<file path="config.mk">
export PLATFORM = sky130hd
export DESIGN_NAME = amp_pwm_output_config
export DESIGN_NICKNAME = d
export VERILOG_FILES = /design/src/verilog/amp_pwm_output_config.v /design/src/verilog/pwm_channel.v
export VERILOG_INCLUDE_DIRS = /design/src /design/src/verilog
export SDC_FILE = /design/constraint.sdc
export NUM_CORES = 1
export LEC_CHECK = 0
export BUFFER_PORTS_ARGS = -buffer_cell sky130_fd_sc_hd__buf_4
export CAP_MARGIN = 20
export CORE_MARGIN = 2
export CORE_UTILIZATION = 45
export DETAILED_ROUTE_END_ITERATION = 6
export PLACE_DENSITY = 0.69
export RECOVER_POWER = 50
export SYNTH_ARGS = -nofsm -noshare
export SYNTH_HDL_FRONTEND = slang
export SYNTH_HIERARCHICAL = 1
export SYNTH_SLANG_ARGS = --single-unit
export TNS_END_PERCENT = 1
</file>
<file path="constraint.sdc">
create_clock -name ref_clk -period 3.9 [get_ports ref_clk]
set_clock_uncertainty 0.05 [all_clocks]
set_input_delay 0.39 -clock ref_clk [delete_from_list [all_inputs] [get_ports ref_clk]]
set_output_delay 0.39 -clock ref_clk [all_outputs]
set_load 0.005 [all_outputs]
</file>
<file path="src/verilog/pwm_out_regs.vh">
`ifndef PWM_OUT_REGS_VH
`define PWM_OUT_REGS_VH
// control register addresses (kept for reference by the port-level fields)
`define CTRL_ADDR 8'h02
`define LOOP_ADDR 8'h53
`define GAIN_ADDR 8'h54
`define PIN_FIRST_ADDR 8'h60
`define PIN_LAST_ADDR 8'h64
// field positions
`define RATE_HI 6
`define RATE_LO 4
`define MONO_BIT 2
`define LOOP_HI 6
`define LOOP_LO 5
// reset values
`define RATE_RST 3'h0
`define LOOP_RST 2'h0
`define GAIN_RST 5'h00
`define PIN_SEL_RST 2'h0
// general pin function codes
`define PIN_FN_GPIO 2'h0
`define PIN_FN_SI 2'h1
`define PIN_FN_SO 2'h2
`define PIN_FN_SCK 2'h3
// general pin positions
`define PIN_SI 0
`define PIN_SO 1
`define PIN_SCK 2
// carrier hold count at the slowest rate code
`define DIV_BASE 8'h07
// loop bandwidth codes
`define LOOP_80K 2'h0
`define LOOP_100K 2'h1
`define LOOP_120K 2'h2
`define LOOP_175K 2'h3
// gain steps: 32 steps of -0.5 dB, 0 = 0 dBFS
`define GAIN_STEPS 32
`define ZERO_DB_SCALE 16'h8000
`endif
</file>
<file path="src/verilog/amp_pwm_output_config.v">
`timescale 1ns/1ns
`include "pwm_out_regs.vh"
// Notes on behaviour
// - two processed channels become two in-phase pwm pairs, one per bridge.
// - switching rate chosen by three-bit field, bits 6..4 of control 0x02.
// - digital boost stays 0 dB for every analog gain code in 0x54.
// - digital volume sits at 0 dB and ignores amplifier gain setting.
// - analog gain steps -0.5 dB from 0 to -15.5 dBFS, default 0.
// - loop bandwidth chosen by two-bit field, bits 6..5 of 0x53.
// - four bandwidth codes: 80, 100, 120, 175 kHz at 768 kHz switching.
// - bit 2 of control 0x02 picks bridged stereo or paralleled mono.
// - bridged stereo: left drives first pair, right drives second pair.
// - limiter passes ordinary levels untouched, engages only on large input.
// - general pins 0x60..0x64 can act as eeprom data in, out, clock.
// - positive above 50% duty for positive signal, negative below; in phase idle.
// - paralleled mono takes its channel from left-slot samples.
module amp_pwm_output_config #(
   parameter W = 8,
   parameter LIMIT = 8'h60
) (
   // clock and reset
   input wire ref_clk,
   input wire rst_n,
   // control fields
   input wire [7:0] device_ctrl,
   input wire [7:0] loop_ctrl,
   input wire [4:0] analog_gain,
   input wire [1:0] pin_sel_si,
   input wire [1:0] pin_sel_so,
   input wire [1:0] pin_sel_sck,
   // audio samples, signed
   input wire [W-1:0] left_sample,
   input wire [W-1:0] right_sample,
   input wire sample_valid,
   // eeprom link from the loader
   input wire spi_so_drive,
   input wire spi_sck_drive,
   // general pins
   input wire [2:0] general_pins_in,
   output reg [2:0] general_pins_out,
   output reg [2:0] general_pins_oe,
   output reg spi_si_seen,
   // pwm pairs
   output wire pair_a_positive_out,
   output wire pair_a_negative_out,
   output wire pair_b_positive_out,
   output wire pair_b_negative_out,
   // status
   output reg [2:0] switch_rate_sel,
   output reg [1:0] loop_bandwidth,
   output reg [4:0] gain_step,
   output reg limiting,
   output reg paralleled_mono_output
);
   // pipeline and synchroniser state
   reg [W-1:0] carrier_reg;
   reg [W-1:0] chan_a_reg;
   reg [W-1:0] chan_b_reg;
   reg [7:0] div_reg;
   reg [2:0] si_s1_reg;
   reg [2:0] si_s2_reg;
   reg [2:0] si_s3_reg;
   // decoded helpers
   wire lim_a;
   wire lim_b;
   wire [7:0] div_top;
   wire carrier_wrap;
   wire si_on;
   wire so_on;
   wire sck_on;
   wire si_agree;

   // signed hard limiter: untouched below limit, clamped above
   // the clamp level is a parameter so a stiffer load can be given less headroom
   function [W-1:0] lim_fn;
      input [W-1:0] s;
      begin
         if (!s[W-1] && (s > LIMIT[W-1:0]))
            lim_fn = LIMIT[W-1:0];
         else if (s[W-1] && ((~s + 1'b1) > LIMIT[W-1:0]))
            lim_fn = ~LIMIT[W-1:0] + 1'b1;
         else
            lim_fn = s;
      end
   endfunction

   // a sample is large when the clamp would change it
   function is_big;
      input [W-1:0] s;
      begin
         is_big = (lim_fn(s) != s);
      end
   endfunction

   // pin function decode, shared by the three general pins
   function pin_fn_on;
      input [1:0] sel;
      input [1:0] code;
      begin
         pin_fn_on = (sel == code);
      end
   endfunction

   // carrier divider: larger rate code steps the carrier faster up to code 3; codes 3 to 7 step every cycle
   // the count follows the latched rate code, so a new code lands within one carrier step
   assign div_top = `DIV_BASE >> switch_rate_sel;
   assign carrier_wrap = (div_reg >= div_top);

   // clamp flags; in mono the right slot is ignored, so it cannot raise the status
   assign lim_a = is_big(left_sample);
   assign lim_b = is_big(right_sample) && !paralleled_mono_output;

   // pin roles picked by the three select fields
   assign si_on = pin_fn_on(pin_sel_si, `PIN_FN_SI);
   assign so_on = pin_fn_on(pin_sel_so, `PIN_FN_SO);
   assign sck_on = pin_fn_on(pin_sel_sck, `PIN_FN_SCK);
   assign si_agree = (si_s2_reg[`PIN_SI] == si_s3_reg[`PIN_SI]);

   // latch configuration fields; gain touches only analog scale
   // fields are copied every edge, so a mid-write value shows for one cycle only
   always @(posedge ref_clk or negedge rst_n) begin
      if (!rst_n) begin
         switch_rate_sel <= `RATE_RST;
         loop_bandwidth <= `LOOP_RST;
         gain_step <= `GAIN_RST;
         paralleled_mono_output <= 1'b0;
      end else begin
         switch_rate_sel <= device_ctrl[`RATE_HI:`RATE_LO];
         loop_bandwidth <= loop_ctrl[`LOOP_HI:`LOOP_LO];
         gain_step <= analog_gain;
         paralleled_mono_output <= device_ctrl[`MONO_BIT];
      end
   end

   // carrier ramp; rate sets switching frequency through the hold per step
   // resolution stays at W bits; only the hold per step changes with the rate
   always @(posedge ref_clk or negedge rst_n) begin
      if (!rst_n) begin
         carrier_reg <= {W{1'b0}};
         div_reg <= 8'h00;
      end else if (carrier_wrap) begin
         div_reg <= 8'h00;
         carrier_reg <= carrier_reg + 1'b1;
      end else begin
         div_reg <= div_reg + 8'h01;
      end
   end

   // channel routing at unity digital volume and boost
   // samples are held while sample_valid is low
   always @(posedge ref_clk or negedge rst_n) begin
      if (!rst_n) begin
         chan_a_reg <= {W{1'b0}};
         chan_b_reg <= {W{1'b0}};
         limiting <= 1'b0;
      end else if (sample_valid) begin
         // samples pass at 0 dB whatever the gain code
         chan_a_reg <= lim_fn(left_sample);
         if (paralleled_mono_output)
            chan_b_reg <= lim_fn(left_sample);
         else
            chan_b_reg <= lim_fn(right_sample);
         limiting <= lim_a | lim_b;
      end
   end

   // both pairs share one carrier so mono pairs stay time-aligned
   // in stereo this also keeps the two bridges switching together, trading emi for alignment
   pwm_channel #(.W(W)) pair_a (
      .ref_clk(ref_clk),
      .rst_n(rst_n),
      .carrier(carrier_reg),
      .sample(chan_a_reg),
      .pair_positive_out(pair_a_positive_out),
      .pair_negative_out(pair_a_negative_out)
   );

   pwm_channel #(.W(W)) pair_b (
      .ref_clk(ref_clk),
      .rst_n(rst_n),
      .carrier(carrier_reg),
      .sample(chan_b_reg),
      .pair_positive_out(pair_b_positive_out),
      .pair_negative_out(pair_b_negative_out)
   );

   // general pin mux; chip select is not produced here on purpose
   always @(posedge ref_clk or negedge rst_n) begin
      if (!rst_n) begin
         general_pins_out <= 3'h0;
         general_pins_oe <= 3'h0;
      end else begin
         // pin for serial data in is never driven from here
         general_pins_out[`PIN_SI] <= 1'b0;
         general_pins_oe[`PIN_SI] <= 1'b0; // si pin is input only
         // serial data out and serial clock follow the loader when selected
         general_pins_out[`PIN_SO] <= spi_so_drive;
         general_pins_oe[`PIN_SO] <= so_on;
         general_pins_out[`PIN_SCK] <= spi_sck_drive;
         general_pins_oe[`PIN_SCK] <= sck_on;
      end
   end

   // three-stage sync of pin inputs, accept when stage 2 and 3 agree
   // only the data-in pin is read back; the other two pins are outputs here
   always @(posedge ref_clk or negedge rst_n) begin
      if (!rst_n) begin
         si_s1_reg <= 3'h0;
         si_s2_reg <= 3'h0;
         si_s3_reg <= 3'h0;
         spi_si_seen <= 1'b0;
      end else begin
         si_s1_reg <= general_pins_in;
         si_s2_reg <= si_s1_reg;
         si_s3_reg <= si_s2_reg;
         // a change counts only once stages two and three agree
         if (si_on && si_agree)
            spi_si_seen <= si_s3_reg[`PIN_SI];
         else if (!si_on)
            spi_si_seen <= 1'b0;
      end
   end
endmodule

</file>
<file path="src/verilog/pwm_channel.v">
`timescale 1ns/1ns
// one bridged pair: three-level in-phase modulation of one sample
module pwm_channel #(
   parameter W = 8
) (
   // clock and reset
   input wire ref_clk,
   input wire rst_n,
   // carrier and sample
   input wire [W-1:0] carrier,
   input wire [W-1:0] sample,
   // pair outputs
   output reg pair_positive_out,
   output reg pair_negative_out
);
   wire [W-1:0] half;
   wire [W-1:0] mag;
   wire [W-1:0] pos_thr;
   wire [W-1:0] neg_thr;

   assign half = {1'b1, {(W-1){1'b0}}};
   // signed sample offsets each side from 50%: +x widens p, narrows n
   assign mag = sample;
   assign pos_thr = half + mag;
   assign neg_thr = half - mag;

   // at zero both thresholds equal half so the pair stays in phase
   always @(posedge ref_clk or negedge rst_n) begin
      if (!rst_n) begin
         pair_positive_out <= 1'b0;
         pair_negative_out <= 1'b0;
      end else begin
         pair_positive_out <= (carrier < pos_thr);
         pair_negative_out <= (carrier < neg_thr);
      end
   end
endmodule

</file>
==> insert_results.sql <==
INSERT INTO impl_metrics (metric_group, metric, value, unit) VALUES
('run_status', 'outcome', 'completed', ''),
('power_and_ir_drop', 'ir_worst_vdd', '0.000244', 'V'),
('die', 'initial_core_util', '47.0', '%'),
('finish', 'finalNetCount', '421', ''),
('die', 'io_pins', '74', ''),
('clocking', 'insertion_delay', '0.31', 'ns'),
('finish', 'insertedDiodeCount', '0', ''),
('sta', 'setup_total_negative_slack', '0', 'ns'),
('global_routing', 'grt_antenna_before_repair', '0', ''),
('sta', 'fmax', '0.410', 'GHz'),
('setup_path', 'r2r-start', 'chan_a_reg[2]$_DFFE_PN0P_', ''),
('yosys', 'post_synth_inst_count', '268', ''),
('yosys', 'synth-edff-count', '0', ''),
('clocking', 'clock_tree.buffer_depth', '2', ''),
('drt', 'vias_per_cell', '5.23', ''),
('sta', 'period_needed', '2.44', 'ns'),
('drt', 'drt_drc_violations_left', '0', ''),
('setup_path', 'cp_data_required_time', '4.08', 'ns'),
('die', 'core_region_area', '0.00642', 'mm2'),
('finish', 'layout_common_cells', 'dfrtp_1 (56), buf_4 (43), ha_1 (35)', ''),
('clocking', 'post-cts-setup-buffer-count', '0', ''),
('setup_path', 'start_to_end_type_of_the_worst_setup_path', 'register to register', ''),
('clocking', 'cts_made_buffers', '5', ''),
('setup_path', 'crit_slowest_cell', 'or4_4', ''),
('clocking', 'postCtsResizedCells', '0', ''),
('finish', 'post_route_insts_no_fill', '413', ''),
('clocking', 'cts-htree-levels', '2', ''),
('placement', 'placed_area', '0.00355', 'mm2'),
('sta', 'timing.final.setup_violations', '0', ''),
('global_routing', 'grt_remaining_overflow', '0', ''),
('worst_hold_path', 'holdCritPathClass', 'primary input to asynchronous set/reset pin', ''),
('drt', 'drt_first_pass_iters', '5', ''),
('yosys', 'synth.yosys.seq_area_share', '46.4', '%'),
('placement', 'routabilityCongestion', '0.782', ''),
('setup_path', 'arrival', '2.61', 'ns'),
('yosys', 'postSynthRegisterBits', '56', ''),
('yosys', 'most_used_flip_flop_cell_after_synthesis', 'dfrtp_1', ''),
('die', 'die-area', '0.00738', 'mm2'),
('setup_path', 'setup.worst_path.start', 'chan_a_reg[2]$_DFFE_PN0P_', ''),
('clocking', 'cts_sinks', '56', ''),
('clocking', 'clk_pin_slew_worst_paths', '0.11', 'ns'),
('setup_path', 'critical-path-max-stage-delay', '0.57', 'ns'),
('finish', 'drive_above_1_share', '24.1', '%'),
('placement', 'io_buffer_count', '59', ''),
('finish', 'area_added_between_synthesis_and_finish', '21.5', '%'),
('finish', 'final.fill_count', '558', ''),
('finish', 'final_common_cell', 'dfrtp_1', ''),
('global_routing', 'via_count_of_the_first_global_routing_pass', '2108', ''),
('clocking', 'cts_root_buf', 'clkbuf_8', ''),
('yosys', 'synthesis.area', '0.00302', 'mm2'),
('drt', 'ant_nets', '0', ''),
('setup_path', 'setup.worst_path.end_class', 'register', ''),
('placement', 'place.detailed.instances', '405', ''),
('sta', 'max_slew.worst_pin.slew', '0.677', 'ns'),
('yosys', 'count_of_different_cell_masters_after_synthesis', '50', ''),
('clocking', 'cts_tree', 'done', ''),
('sta', 'rsz_0062_raised_after_global_routing', 'false', ''),
('power_and_ir_drop', 'power.static_leakage', '1.78', 'nW'),
('sta', 'period_utilisation_layout', '62.5', '%'),
('global_routing', 'grtUsageTotal', '16.5', '%'),
('yosys', 'mean_instance_size_in_the_synthesized_netlist', '11.3', 'um2'),
('run', 'drv_cap', '0', ''),
('setup_path', 'crit_path_start_kind', 'register', ''),
('drt', 'dr_total_vias', '2160', ''),
('setup_path', 'path_cells', 'or4_4 > nor4_4 > xnor2_1 > ha_1 > and3_1 > a221o_1 > a21oi_1', ''),
('sta', 'timing_max_transition_violations_final', '0', ''),
('placement', 'dp.final_hpwl', '4340', 'um'),
('power_and_ir_drop', 'power_density', '485', 'mW/mm2'),
('die', 'core.rowCount', '29', ''),
('sta', 'finalHoldViolCount', '0', ''),
('die', 'die_h', '85.9', 'um');
==> metal layers <==
layer	vias up	track usage (%)	wire length [um]
li1	1093	-	-
met1	1012	23.6	2720
met2	49	25.9	2620
met3	6	3.18	243
met4	0	3.90	57
met5	-	0	0
==> through the flow <==
stage / setup slack [ns] / hold slack (ns)
floorplan: 1.70 / 0.0444
global placement: 1.53 / 0.284
detailed placement: 1.49 / 0.286
CTS: 1.45 / 0.0865
global route: 1.36 / 0.114
finish: 1.46 / 0.0516
==> cells by family after synthesis <==
| group | share of synthesized area [%] |
|---|---|
| buffers and inverters | 3.77 |
| flip-flops | 46.4 |
| adder cells (fa/ha/maj) | 14.8 |
| AO/OA/AOI/OAI | 12.0 |
| XOR/XNOR | 5.51 |
| multiplexers | 2.15 |
| other | 0.124 |
| AND/OR/NAND/NOR | 15.2 |
==> worst max-delay path, delay by kind of cell, from the launching register on <==
family / cells / cell delay, ns
xor gates and xnor gates: 1 / 0.16
AOI/OAI and AO/OA: 2 / 0.48
adders and majority gates: 1 / 0.28
and+or+nand+nor: 3 / 0.92
DFF: 1 / 0.46
==> Yosys cell counts (3+ instances only) <==
| master | count | share of area (%) |
|---|---|---|
| a21oi_1 | 16 | 2.7 |
| nor2_1 | 14 | 1.7 |
| and2_0 | 3 | 0.62 |
| nand2_1 | 10 | 1.2 |
| mux2_2 | 3 | 1.1 |
| o2111ai_1 | 3 | 0.87 |
| dfrtp_1 | 56 | 46 |
| nand4_1 | 4 | 0.83 |
| nand3_1 | 3 | 0.50 |
| nor2b_1 | 4 | 0.83 |
| a22o_1 | 5 | 1.5 |
| xor2_1 | 3 | 0.87 |
| o21ai_0 | 8 | 1.3 |
| ha_1 | 35 | 15 |
| a21o_1 | 5 | 1.2 |
| a221o_1 | 5 | 1.7 |
| xnor2_1 | 16 | 4.6 |
| inv_1 | 22 | 2.7 |
| and3_1 | 5 | 1.0 |
| and4_1 | 4 | 1.2 |
==> worst paths after layout <==
check	slack (ns)	cells after the start	endpoint
worst max register to register	1.46	7	pair_a/pair_negative_out$_DFF_PN0_
max in group asynchronous	3.29	1	carrier_reg[3]$_DFFE_PN0N_
worst min-delay path	0.05	1	general_pins_oe[1]$_DFF_PN0_
worst min register to register	0.31	0	si_s2_reg[0]$_DFF_PN0_
min in group ref_clk	0.15	1	loop_bandwidth[1]$_DFF_PN0_
worst max-delay path	1.46	7	pair_a/pair_negative_out$_DFF_PN0_
==> area by class of cell <==
cell class	instances	area, um2	share of cell area, %
multi-input cells	190	1520	41.5
flip-flops and latches	56	1400	38.2
repair buffers	59	443	12.1
well taps	77	96.3	2.63
inverters	23	91.3	2.49
clock buffers	5	68.8	1.88
clock inverters	3	46.3	1.26
==> report_power, final <==
| group | switching [mW] | total (mW) | internal, mW |
|---|---|---|---|
| combinational | 0.280 | 0.589 | 0.309 |
| clock | 0.190 | 0.384 | 0.194 |
| sequential | 0.142 | 0.806 | 0.664 |
| total | 0.612 | 1.78 | 1.17 |
(Power assumes the default switching activity.)
